[config.mk]
export PLATFORM = sky130hd
export DESIGN_NAME = fsmm_monitor
export DESIGN_NICKNAME = d
export VERILOG_FILES = /design/src/logic/fsmm_pkg.sv /design/src/logic/fsmm_monitor.sv /design/src/logic/fsmm_sync.sv
export VERILOG_INCLUDE_DIRS = /design/src /design/src/logic
export SDC_FILE = /design/constraint.sdc
export NUM_CORES = 1
export LEC_CHECK = 0
export ABC_AREA = 1
export BUFFER_PORTS_ARGS = -buffer_cell sky130_fd_sc_hd__buf_4
export CORE_MARGIN = 2
export CORE_UTILIZATION = 60
export CTS_CLUSTER_SIZE = 8
export DETAILED_ROUTE_END_ITERATION = 12
export PLACE_DENSITY = 0.8
export SLEW_MARGIN = 0
export SYNTH_ARGS = -nofsm -noshare
export SYNTH_HDL_FRONTEND = slang
export SYNTH_SLANG_ARGS = --single-unit
[constraint.sdc]
create_clock -name ref_clk -period 5.42 [get_ports ref_clk]
set_clock_uncertainty 0.05 [all_clocks]
set_input_delay 0.542 -clock ref_clk [delete_from_list [all_inputs] [get_ports ref_clk]]
set_output_delay 0.542 -clock ref_clk [all_outputs]
set_load 0.05 [all_outputs]
[src/logic/fsmm_defines.svh]
// Purpose: named constants for the four-sensor muting error monitor
// Assumes: 100 MHz ref_clk, times kept in milliseconds
// Notes: definitions only
`ifndef FSMM_DEFINES_SVH
`define FSMM_DEFINES_SVH

`define FSMM_CLK_NS 10
`define FSMM_MS_NS 1000000
`define FSMM_TICK_CYCLES (`FSMM_MS_NS / `FSMM_CLK_NS)
`define FSMM_MAXT_LIMIT_MS 32'h0009_27C0
`define FSMM_MAXT_RST 32'h0000_2710

`define FSMM_ADR_CTRL 8'h00
`define FSMM_ADR_MAXT 8'h04
`define FSMM_ADR_STAT 8'h08
`define FSMM_ADR_IRQS 8'h0C
`define FSMM_ADR_IRQM 8'h10
`define FSMM_ADR_TIME 8'h14

`define FSMM_CTRL_ACT 0
`define FSMM_IRQ_W 4
`define FSMM_IRQ_ERR 0
`define FSMM_IRQ_MSTART 1
`define FSMM_IRQ_MEND 2
`define FSMM_IRQ_DEMAND 3

`define FSMM_CODE_IDLE 16'h0000
`define FSMM_CODE_FREE 16'h8000
`define FSMM_CODE_INIT 16'h8001
`define FSMM_CODE_DEMAND 16'h8002
`define FSMM_CODE_WAITR 16'h8003
`define FSMM_CODE_FWDS 16'h8011
`define FSMM_CODE_FWDA 16'h8012
`define FSMM_CODE_BWDS 16'h8122
`define FSMM_CODE_BWDA 16'h8112
`define FSMM_CODE_RST1 16'hC001
`define FSMM_CODE_RST2 16'hC002
`define FSMM_CODE_LAMP 16'hC003
`define FSMM_CODE_PARAM 16'hC005
`define FSMM_CODE_TIMER 16'hC006
`define FSMM_SEQ_HI 4'hC
`define FSMM_SEQ_LO 4'h4
`define FSMM_Y_FREE 4'h0
`define FSMM_Y_FWDS 4'h1
`define FSMM_Y_FWDA 4'h2
`define FSMM_Y_BWDS 4'h3
`define FSMM_Y_BWDA 4'h4
`define FSMM_Y_NOPERMIT 4'hF

`endif

[src/logic/fsmm_pkg.sv]
// Purpose: types for the four-sensor muting error monitor
// Assumes: nothing beyond the defines header
// Notes: gray codes run along the usual path
package fsmm_pkg;
    typedef enum logic [3:0] {
        FSMM_IDLE = 4'h0,
        FSMM_INIT = 4'h1,
        FSMM_FREE = 4'h3,
        FSMM_FWDS = 4'h2,
        FSMM_FWDA = 4'h6,
        FSMM_BWDS = 4'h7,
        FSMM_BWDA = 4'h5,
        FSMM_DEMAND = 4'h4,
        FSMM_WAITR = 4'hC,
        FSMM_ERST1 = 4'hD,
        FSMM_ERST2 = 4'hF,
        FSMM_ELAMP = 4'hE,
        FSMM_ESEQ = 4'hA,
        FSMM_EPARAM = 4'hB,
        FSMM_ETIMER = 4'h9
    } fsmm_state_e;
    typedef logic [15:0] fsmm_code_t;
endpackage

[src/logic/fsmm_monitor.sv]
// Purpose: four-sensor sequential muting machine with error reporting
// Assumes: classic wishbone slave, pins synchronised inside
// Notes: one execution cycle per ref_clk edge, times in milliseconds
// Functional notes
// - sensors changing out of legal forward or backward order raise sequence error
// - sequence started without process permit reports code CFx4
// - lamp_ok_in low in a muting state (8011, 8012, 8122, 8112) enters lamp error with code C003
// - reset already high entering 8001 reports C001
// - reset already high entering 8003 reports C002
// - max bypass time below zero or above ten minutes gives C005
// - time only while bypass active; overrun gives C006
// - error states: guard and bypass off, error and ready on, code out
// - resume only after cause cleared and a fresh operator reset
// - sequence code is C, state nibble Y, sensor nibble, 4
// - sequence error in backward active 8112 uses nibble 4
// - sensor nibble bits: a1, a2, b1, b2 from bit 0
// - activate low returns to idle from anywhere, highest priority
// - muting priority: sequence, timer, curtain, lamp, then normal steps
// - forward start on permitted a1 rise alone, then a2 rise to 8012
// - in 8000 ready and guard on, bypass and error off
//
// The Wishbone slave port and the register offsets were chosen for this implementation.
`timescale 1ns/1ps
`include "fsmm_defines.svh"
module fsmm_monitor #(
    parameter int TICK_CYCLES = `FSMM_TICK_CYCLES
) (
    input wire logic ref_clk,
    input wire logic rst_n,
    input wire logic wb_cyc_i,
    input wire logic wb_stb_i,
    input wire logic wb_we_i,
    input wire logic [7:0] wb_adr_i,
    input wire logic [31:0] wb_dat_i,
    input wire logic [3:0] wb_sel_i,
    output logic [31:0] wb_dat_o,
    output logic wb_ack_o,
    input wire logic sensor_a1,
    input wire logic sensor_a2,
    input wire logic sensor_b1,
    input wire logic sensor_b2,
    input wire logic process_permit,
    input wire logic lamp_ok_in,
    input wire logic curtain_in,
    input wire logic reset_in,
    output logic guard_ok_out,
    output logic bypass_active_out,
    output logic ready_out,
    output logic error_out,
    output fsmm_pkg::fsmm_code_t diag_code_out,
    output logic irq_out
);
    import fsmm_pkg::*;

    // pin synchronisers
    logic [7:0] pinSync;
    fsmm_sync #(.WIDTH(8)) u_sync (
        .ref_clk(ref_clk),
        .rst_n(rst_n),
        .pinIn({reset_in, curtain_in, lamp_ok_in, process_permit,
            sensor_b2, sensor_b1, sensor_a2, sensor_a1}),
        .syncOut(pinSync)
    );

    logic [7:0] prevReg;
    fsmm_state_e stateReg;
    fsmm_state_e stateNext;
    fsmm_state_e prevStateReg;
    logic ctrlReg;
    logic [31:0] maxTimeReg;
    logic [31:0] elapsedReg;
    logic [31:0] tickCntReg;
    logic [`FSMM_IRQ_W-1:0] irqStatReg;
    logic [`FSMM_IRQ_W-1:0] irqMaskReg;
    fsmm_code_t diagNext;
    fsmm_code_t seqCode;

    wire [3:0] sens = pinSync[3:0];
    wire [3:0] sensRise = pinSync[3:0] & ~prevReg[3:0];
    wire [3:0] sensFall = ~pinSync[3:0] & prevReg[3:0];
    wire a1 = sens[0];
    wire a2 = sens[1];
    wire b1 = sens[2];
    wire b2 = sens[3];
    wire permit = pinSync[4];
    wire lampOk = pinSync[5];
    wire curtain = pinSync[6];
    wire rstIn = pinSync[7];
    wire rstRise = rstIn & ~prevReg[7];
    wire activate = ctrlReg;
    wire sensClear = (sens == 4'h0);
    wire entered = (stateReg != prevStateReg);

    // negative times show as a set sign bit
    wire paramBad = maxTimeReg[31]
        || (maxTimeReg > `FSMM_MAXT_LIMIT_MS);
    wire timerOver = (elapsedReg > maxTimeReg);
    wire tick = (tickCntReg == 32'(TICK_CYCLES - 1));
    wire bypassState = (stateReg == FSMM_FWDA)
        || (stateReg == FSMM_BWDA);

    // illegal sequences per state
    wire noPermitFree = !permit && (sensRise[0] || sensRise[3]);
    wire seqFree = a2 || b1 || (a1 && b2);
    wire seqFwds = !permit || !a1 || b1 || b2;
    wire seqFwda = sensRise[0] || sensRise[1] || sensFall[3];
    wire seqBwds = !permit || a1 || a2 || !b2;
    wire seqBwda = sensFall[0] || sensRise[2] || sensRise[3];
    wire startFwd = permit && sensRise[0] && !a2 && !b1 && !b2;
    wire stepFwd = permit && a1 && sensRise[1] && !b1 && !b2;
    wire endFwd = !a1 && !a2 && sensFall[2] && b2;
    wire startBwd = permit && !a1 && !a2 && !b1 && sensRise[3];
    wire stepBwd = permit && !a1 && !a2 && sensRise[2] && b2;
    wire endBwd = a1 && sensFall[1] && !b1 && !b2;

    // state nibble of a sequence error follows the state it hit
    logic [3:0] seqY;
    always_comb begin
        unique case (stateReg)
            FSMM_FWDS: seqY = `FSMM_Y_FWDS;
            FSMM_FWDA: seqY = `FSMM_Y_FWDA;
            FSMM_BWDS: seqY = `FSMM_Y_BWDS;
            FSMM_BWDA: seqY = `FSMM_Y_BWDA;
            default: seqY = noPermitFree ? `FSMM_Y_NOPERMIT
                : `FSMM_Y_FREE;
        endcase
    end
    assign seqCode = {`FSMM_SEQ_HI, seqY, b2, b1, a2, a1,
        `FSMM_SEQ_LO};

    // muting substates share one priority ladder
    function automatic fsmm_state_e muteStep(
        input logic seqBad,
        input logic timed,
        input logic curtainMuted,
        input logic normal,
        input fsmm_state_e normalTo,
        input fsmm_state_e stay
    );
        if (seqBad) begin
            muteStep = FSMM_ESEQ;
        end else if (timed && timerOver) begin
            muteStep = FSMM_ETIMER;
        end else if (!curtainMuted && !curtain) begin
            muteStep = FSMM_DEMAND;
        end else if (!lampOk) begin
            muteStep = FSMM_ELAMP;
        end else if (normal) begin
            muteStep = normalTo;
        end else begin
            muteStep = stay;
        end
    endfunction

    always_comb begin
        stateNext = stateReg;
        if (!activate) begin
            stateNext = FSMM_IDLE;
        end else if (paramBad && stateReg != FSMM_EPARAM) begin
            stateNext = FSMM_EPARAM;
        end else begin
            unique case (stateReg)
                FSMM_IDLE: stateNext = FSMM_INIT;
                FSMM_INIT: begin
                    if (entered && rstIn) begin
                        stateNext = FSMM_ERST1;
                    end else if (rstRise && curtain) begin
                        stateNext = FSMM_FREE;
                    end
                end
                FSMM_FREE: begin
                    if (noPermitFree || seqFree) begin
                        stateNext = FSMM_ESEQ;
                    end else if (!curtain) begin
                        stateNext = FSMM_DEMAND;
                    end else if (startFwd) begin
                        stateNext = FSMM_FWDS;
                    end else if (startBwd) begin
                        stateNext = FSMM_BWDS;
                    end
                end
                FSMM_FWDS: stateNext = muteStep(seqFwds, 1'b0, 1'b0,
                    stepFwd, FSMM_FWDA, FSMM_FWDS);
                FSMM_FWDA: stateNext = muteStep(seqFwda, 1'b1, 1'b1,
                    endFwd, FSMM_FREE, FSMM_FWDA);
                FSMM_BWDS: stateNext = muteStep(seqBwds, 1'b0, 1'b0,
                    stepBwd, FSMM_BWDA, FSMM_BWDS);
                FSMM_BWDA: stateNext = muteStep(seqBwda, 1'b1, 1'b1,
                    endBwd, FSMM_FREE, FSMM_BWDA);
                FSMM_DEMAND: begin
                    if (curtain) begin
                        stateNext = FSMM_WAITR;
                    end
                end
                FSMM_WAITR: begin
                    if (entered && rstIn) begin
                        stateNext = FSMM_ERST2;
                    end else if (rstRise && curtain) begin
                        stateNext = FSMM_FREE;
                    end
                end
                // errors leave only on a fresh reset edge, cause gone
                FSMM_ERST1, FSMM_ERST2: begin
                    if (rstRise && curtain) begin
                        stateNext = FSMM_FREE;
                    end
                end
                FSMM_ELAMP: begin
                    if (lampOk && rstRise && curtain) begin
                        stateNext = FSMM_FREE;
                    end
                end
                FSMM_ESEQ, FSMM_ETIMER: begin
                    if (sensClear && rstRise && curtain) begin
                        stateNext = FSMM_FREE;
                    end
                end
                FSMM_EPARAM: begin
                    if (!paramBad && rstRise) begin
                        stateNext = FSMM_FREE;
                    end
                end
                default: stateNext = FSMM_IDLE;
            endcase
        end
    end

    // output decode of the next state, registered below
    wire nextErr = (stateNext == FSMM_ERST1) || (stateNext == FSMM_ERST2)
        || (stateNext == FSMM_ELAMP) || (stateNext == FSMM_ESEQ)
        || (stateNext == FSMM_EPARAM) || (stateNext == FSMM_ETIMER);
    wire nextGuard = (stateNext == FSMM_FREE) || (stateNext == FSMM_FWDS)
        || (stateNext == FSMM_FWDA) || (stateNext == FSMM_BWDS)
        || (stateNext == FSMM_BWDA);
    wire nextBypass = (stateNext == FSMM_FWDA)
        || (stateNext == FSMM_BWDA);
    wire nextReady = (stateNext != FSMM_IDLE);

    always_comb begin
        unique case (stateNext)
            FSMM_IDLE: diagNext = `FSMM_CODE_IDLE;
            FSMM_INIT: diagNext = `FSMM_CODE_INIT;
            FSMM_FREE: diagNext = `FSMM_CODE_FREE;
            FSMM_FWDS: diagNext = `FSMM_CODE_FWDS;
            FSMM_FWDA: diagNext = `FSMM_CODE_FWDA;
            FSMM_BWDS: diagNext = `FSMM_CODE_BWDS;
            FSMM_BWDA: diagNext = `FSMM_CODE_BWDA;
            FSMM_DEMAND: diagNext = `FSMM_CODE_DEMAND;
            FSMM_WAITR: diagNext = `FSMM_CODE_WAITR;
            FSMM_ERST1: diagNext = `FSMM_CODE_RST1;
            FSMM_ERST2: diagNext = `FSMM_CODE_RST2;
            FSMM_ELAMP: diagNext = `FSMM_CODE_LAMP;
            FSMM_EPARAM: diagNext = `FSMM_CODE_PARAM;
            FSMM_ETIMER: diagNext = `FSMM_CODE_TIMER;
            // sensor nibble frozen at the moment of the error
            FSMM_ESEQ: diagNext = (stateReg == FSMM_ESEQ)
                ? diag_code_out : seqCode;
            default: diagNext = `FSMM_CODE_IDLE;
        endcase
    end

    // interrupt events
    wire [`FSMM_IRQ_W-1:0] irqEvent = {
        (stateNext == FSMM_DEMAND) && (stateReg != FSMM_DEMAND),
        (stateNext == FSMM_FREE) && bypassState,
        nextBypass && !bypassState,
        nextErr && !error_out
    };

    // wishbone decode
    wire wbReq = wb_cyc_i && wb_stb_i && !wb_ack_o;
    wire wbWr = wb_ack_o && wb_cyc_i && wb_stb_i && wb_we_i;
    wire [31:0] selMask = {{8{wb_sel_i[3]}}, {8{wb_sel_i[2]}},
        {8{wb_sel_i[1]}}, {8{wb_sel_i[0]}}};
    wire [31:0] wrData = wb_dat_i & selMask;
    wire wrCtrl = wbWr && (wb_adr_i == `FSMM_ADR_CTRL) && wb_sel_i[0];
    wire wrMaxt = wbWr && (wb_adr_i == `FSMM_ADR_MAXT);
    wire wrIrqs = wbWr && (wb_adr_i == `FSMM_ADR_IRQS);
    wire wrIrqm = wbWr && (wb_adr_i == `FSMM_ADR_IRQM) && wb_sel_i[0];
    wire [31:0] maxtNext = (maxTimeReg & ~selMask) | wrData;
    wire [`FSMM_IRQ_W-1:0] irqClr = wrIrqs
        ? wrData[`FSMM_IRQ_W-1:0] : '0;
    // a new event outranks a clear in the same cycle
    wire [`FSMM_IRQ_W-1:0] irqStatNext = (irqStatReg & ~irqClr) | irqEvent;
    logic [31:0] rdData;
    always_comb begin
        unique case (wb_adr_i)
            `FSMM_ADR_CTRL: rdData = {31'h0, ctrlReg};
            `FSMM_ADR_MAXT: rdData = maxTimeReg;
            `FSMM_ADR_STAT: rdData = {12'h000, bypass_active_out,
                guard_ok_out, error_out, ready_out, diag_code_out};
            `FSMM_ADR_IRQS: rdData = {28'h0, irqStatReg};
            `FSMM_ADR_IRQM: rdData = {28'h0, irqMaskReg};
            `FSMM_ADR_TIME: rdData = elapsedReg;
            default: rdData = 32'h0000_0000;
        endcase
    end

    always_ff @(posedge ref_clk or negedge rst_n) begin
        if (!rst_n) begin
            wb_ack_o <= 1'b0;
            wb_dat_o <= 32'h0000_0000;
            ctrlReg <= 1'b0;
            maxTimeReg <= `FSMM_MAXT_RST;
            irqStatReg <= '0;
            irqMaskReg <= '0;
            irq_out <= 1'b0;
        end else begin
            wb_ack_o <= wbReq;
            wb_dat_o <= wbReq ? rdData : 32'h0000_0000;
            ctrlReg <= wrCtrl ? wb_dat_i[`FSMM_CTRL_ACT] : ctrlReg;
            maxTimeReg <= wrMaxt ? maxtNext : maxTimeReg;
            irqStatReg <= irqStatNext;
            irqMaskReg <= wrIrqm ? wb_dat_i[`FSMM_IRQ_W-1:0] : irqMaskReg;
            irq_out <= |(irqStatNext & irqMaskReg);
        end
    end

    // bypass timer: millisecond ticks only while bypass is active
    always_ff @(posedge ref_clk or negedge rst_n) begin
        if (!rst_n) begin
            tickCntReg <= 32'h0000_0000;
            elapsedReg <= 32'h0000_0000;
        end else if (!bypassState) begin
            tickCntReg <= 32'h0000_0000;
            elapsedReg <= 32'h0000_0000;
        end else begin
            tickCntReg <= tick ? 32'h0000_0000 : tickCntReg + 32'h1;
            elapsedReg <= tick ? elapsedReg + 32'h1 : elapsedReg;
        end
    end

    always_ff @(posedge ref_clk or negedge rst_n) begin
        if (!rst_n) begin
            prevReg <= 8'h00;
            stateReg <= FSMM_IDLE;
            prevStateReg <= FSMM_IDLE;
            guard_ok_out <= 1'b0;
            bypass_active_out <= 1'b0;
            ready_out <= 1'b0;
            error_out <= 1'b0;
            diag_code_out <= `FSMM_CODE_IDLE;
        end else begin
            prevReg <= pinSync;
            stateReg <= stateNext;
            prevStateReg <= stateReg;
            guard_ok_out <= nextGuard;
            bypass_active_out <= nextBypass;
            ready_out <= nextReady;
            error_out <= nextErr;
            diag_code_out <= diagNext;
        end
    end
endmodule

[src/logic/fsmm_sync.sv]
// Purpose: three-stage input synchroniser with agreement filter
// Assumes: inputs are asynchronous pins
// Notes: output moves only once stages two and three agree
`timescale 1ns/1ps
module fsmm_sync #(
    parameter int WIDTH = 8
) (
    input wire logic ref_clk,
    input wire logic rst_n,
    input wire logic [WIDTH-1:0] pinIn,
    output logic [WIDTH-1:0] syncOut
);
    logic [WIDTH-1:0] stage1Reg;
    logic [WIDTH-1:0] stage2Reg;
    logic [WIDTH-1:0] stage3Reg;
    wire [WIDTH-1:0] agreeMask = ~(stage2Reg ^ stage3Reg);
    wire [WIDTH-1:0] syncNext = (stage3Reg & agreeMask)
        | (syncOut & ~agreeMask);

    always_ff @(posedge ref_clk or negedge rst_n) begin
        if (!rst_n) begin
            stage1Reg <= '0;
            stage2Reg <= '0;
            stage3Reg <= '0;
            syncOut <= '0;
        end else begin
            stage1Reg <= pinIn;
            stage2Reg <= stage1Reg;
            stage3Reg <= stage2Reg;
            syncOut <= syncNext;
        end
    end
endmodule

==> summary.json <==
{
  "run_status": {"value": "finished clean"},
  "path_clk_slew": {"value": 50, "unit": "ps"},
  "via_per_inst": {"value": 5.69},
  "floorplan_die_area": {"value": 0.0184, "unit": "mm²"},
  "netlist_area": {"value": 0.0104, "unit": "mm²"},
  "clock-sinks": {"value": 201},
  "static-leakage-power": {"value": 5.92, "unit": "nW"},
  "post_synthesis_area_per_instance": {"value": 8.14, "unit": "µm²"},
  "netlist_top_cells_area": {"value": "sky130_fd_sc_hd__dfrtp_1 47%, sky130_fd_sc_hd__nand2_1 8.8%, sky130_fd_sc_hd__inv_1 6.2%"},
  "grt_max_degree": {"value": 104},
  "antenna_violating_nets_post_route": {"value": 0},
  "globalRouteOverflowTotal": {"value": 0},
  "syn_inst": {"value": 1275},
  "setup_violations": {"value": 0},
  "detail_route.wirelength": {"value": 27700, "unit": "µm"},
  "yosysTopAreaCellShare": {"value": 47.3, "unit": "%"},
  "synth_commonest_cells": {"value": "244 x sky130_fd_sc_hd__nand2_1, 196 x sky130_fd_sc_hd__dfrtp_1, 170 x sky130_fd_sc_hd__inv_1"},
  "timing.final.max_slew_violations": {"value": 0},
  "place_hpwl": {"value": 19900, "unit": "µm"},
  "vias": {"value": 9367},
  "grt_first_pass_wirelength": {"value": 44000, "unit": "µm"},
  "timing.rr.start": {"value": "elapsedReg[23]$_DFFE_PN0P_"},
  "first_iteration_detailed_routing_drc_count": {"value": 669},
  "worst_r2r_endpoint": {"value": "irq_out$_DFF_PN0_"},
  "grt.total_usage": {"value": 30.3, "unit": "%"},
  "nets": {"value": 1488},
  "power_density": {"value": 270, "unit": "mW/mm²"},
  "slew_headroom": {"value": 44.9, "unit": "%"},
  "post_cts_buffers": {"value": 0},
  "synth-edff-count": {"value": 0},
  "ys_types": {"value": 50},
  "drcViolationCount": {"value": 0},
  "drt-wirelength-per-cell": {"value": 16.8, "unit": "µm"},
  "insertedDiodeCount": {"value": 0},
  "postSynth.asyncResetShare": {"value": 100, "unit": "%"},
  "tritoncts": {"value": "yes"},
  "fin_util": {"value": 71.6, "unit": "%"},
  "cap_violations": {"value": 0},
  "cp_data_required_time": {"value": 5830, "unit": "ps"},
  "synth-main-ff-cell": {"value": "sky130_fd_sc_hd__dfrtp_1"},
  "port-buffer-count": {"value": 107},
  "final.period_utilization": {"value": 60.2, "unit": "%"},
  "synth_seq_area_share": {"value": 48.5, "unit": "%"},
  "post_cts_hold_buffer_count": {"value": 0},
  "hold_ws": {"value": 36.7, "unit": "ps"},
  "rsz0062_at_grt": {"value": "false"},
  "worst_skew_pair.late_latency": {"value": 540, "unit": "ps"},
  "flow.area_growth_from_synthesis": {"value": 18.1, "unit": "%"},
  "post_dp_cell_area": {"value": 0.0114, "unit": "mm²"},
  "synthesis_warning_total": {"value": 0},
  "critPathLaunchType": {"value": "flop"},
  "antenna_found_initial": {"value": 0},
  "cts-root-buf": {"value": "sky130_fd_sc_hd__clkbuf_16"},
  "cp_capture_type": {"value": "flop"},
  "top_level_ports": {"value": 111},
  "floorplan.initialDensity": {"value": 60.6, "unit": "%"},
  "cts-resized-gates": {"value": 0},
  "drt_pass1_iterations": {"value": 5},
  "most_area_hungry_cell_type_in_the_yosys_netlist": {"value": "sky130_fd_sc_hd__dfrtp_1"},
  "critPathMaxFanout": {"value": 6},
  "multiInputGateArea": {"value": 0.00455, "unit": "mm²"},
  "layout-drive-gt1-share": {"value": 14.4, "unit": "%"},
  "hp-class": {"value": "input pin to asynchronous set/reset pin"},
  "finish.instance_area": {"value": 0.0123, "unit": "mm²"},
  "synthMostInstantiatedCell": {"value": "sky130_fd_sc_hd__nand2_1"},
  "ctsHtreeMaxLevel": {"value": 1},
  "criticalPathCategory": {"value": "flop to flop"},
  "floorplan.rows": {"value": 48},
  "setup-tns-final": {"value": 0, "unit": "ps"},
  "hold_viol_final": {"value": 0},
  "r2r_cells": {"value": 19},
  "period_minus_slack": {"value": 3260, "unit": "ps"},
  "critical_path_arrival": {"value": 3670, "unit": "ps"},
  "sequential_cell_area": {"value": 0.00504, "unit": "mm²"},
  "die_h": {"value": 135, "unit": "µm"},
  "tightest_slew": {"value": 827, "unit": "ps"},
  "gp_congestion": {"value": 0.978},
  "core_area": {"value": 0.0171, "unit": "mm²"},
  "number_of_synthesized_register_bits": {"value": 201},
  "ctsLongestPathBuffers": {"value": 3},
  "r2r_setup_slack": {"value": 2160, "unit": "ps"},
  "num-fill-cells": {"value": 1345},
  "via_count_of_the_first_global_routing_pass": {"value": 9089},
  "timing.fmax": {"value": 0.307, "unit": "GHz"},
  "vdd_ir_drop_max": {"value": 287, "unit": "µV"},
  "cts_buffers": {"value": 29},
  "die-width": {"value": 135, "unit": "µm"}
}
## cell families after synthesis
group / after synthesis / share of synthesized area [%]
compound gates: 229 / 12.3
xor+xnor: 8 / 0.675
flops: 201 / 48.5
other cells: 1 / 0.0361
simple gates: 584 / 25.8
fa+ha+maj: 42 / 4.87
buf+inv: 210 / 7.75
## cell type report
type / count / area share [%]
flip-flops and latches: 201 / 41.1
repair buffers: 114 / 7.04
clock buffers: 52 / 6.63
inverters: 185 / 5.67
well taps: 225 / 2.30
multi-input cells: 866 / 37.1
clock inverters: 2 / 0.143
## power breakdown
group	switching [mW]	internal, mW	leakage [nW]
Combinational	0.0777	0.0446	2.96
Sequential	0.0204	1.52	2.56
Clock	0.646	0.998	0.393
Total	0.744	2.57	5.92
## per-stage QoR
step	power, mW	cells	setup WS (ps)
global route	3.41	1645	2040
CTS	3.33	1645	2350
floorplan	1.61	1277	2870
detailed placement	1.69	1591	2390
finish	3.31	1645	2160
global placement	1.69	1591	2480
## cells in the final DEF, fill, tap and decap left out, types with 5 or more instances in the layout
cell type and count:
sky130_fd_sc_hd__o21ai_1 14, sky130_fd_sc_hd__dfstp_2 5, sky130_fd_sc_hd__buf_4 113, sky130_fd_sc_hd__nor3_2 6, sky130_fd_sc_hd__nand2_2 8, sky130_fd_sc_hd__o21a_1 8
sky130_fd_sc_hd__nor2_2 10, sky130_fd_sc_hd__a211oi_1 7, sky130_fd_sc_hd__nand3_1 72, sky130_fd_sc_hd__a221oi_1 7, sky130_fd_sc_hd__nor4_1 13, sky130_fd_sc_hd__nand4_1 25
sky130_fd_sc_hd__o21ai_0 62, sky130_fd_sc_hd__a31oi_1 5, sky130_fd_sc_hd__a21oi_1 105, sky130_fd_sc_hd__inv_1 170, sky130_fd_sc_hd__o22ai_1 8, sky130_fd_sc_hd__o221ai_1 7
sky130_fd_sc_hd__ha_1 34, sky130_fd_sc_hd__nor2_1 144, sky130_fd_sc_hd__dfrtp_1 196, sky130_fd_sc_hd__inv_2 14, sky130_fd_sc_hd__nand2_1 244, sky130_fd_sc_hd__xnor2_1 6
sky130_fd_sc_hd__nor3_1 41, sky130_fd_sc_hd__clkbuf_16 29, sky130_fd_sc_hd__clkbuf_1 23, sky130_fd_sc_hd__maj3_1 8
## per-layer routing
metal,wire length (µm),track usage (%)
met5,0,0
met4,1220,14.4
met3,1910,4.38
met2,12900,49.4
met1,11600,40.3
## worst max-delay path, stage by stage (launching register included)
cell                      delay (ps)
sky130_fd_sc_hd__dfrtp_1         430
sky130_fd_sc_hd__ha_1            320
sky130_fd_sc_hd__nand2_1          70
sky130_fd_sc_hd__nor2_1          160
sky130_fd_sc_hd__nand4_1         140
sky130_fd_sc_hd__nor2_1          260
sky130_fd_sc_hd__nand2_1          90
sky130_fd_sc_hd__nand2_1         140
sky130_fd_sc_hd__nand2_1         160
sky130_fd_sc_hd__nand2_1         100
sky130_fd_sc_hd__nand2_1          70
sky130_fd_sc_hd__nand4_1         160
sky130_fd_sc_hd__nand2_1         170
sky130_fd_sc_hd__nor2_1          310
sky130_fd_sc_hd__nand3_1         190
sky130_fd_sc_hd__nand2_1         120
sky130_fd_sc_hd__nand2_1          50
sky130_fd_sc_hd__nand2_1          60
sky130_fd_sc_hd__inv_1            40
sky130_fd_sc_hd__nand3_1          80
## worst max-delay path by stage
stage / endpoint / start / slack, ps / cells after the start
final: irq_out$_DFF_PN0_ / elapsedReg[23]$_DFFE_PN0P_ / 2160 / 19
after CTS: irq_out$_DFF_PN0_ / flop / 2350 / 22
after detailed placement: diag_code_out[1]$_DFFE_PN0P_ / flop / 2390 / 22
after floorplan: diag_code_out[1]$_DFFE_PN0P_ / flop / 2870 / 20
after global routing: irq_out$_DFF_PN0_ / flop / 2040 / 22
after global placement: irq_out$_DFF_PN0_ / elapsedReg[23]$_DFFE_PN0P_ / 2480 / 19
No activity file was read; power rests on OpenSTA's default activity.
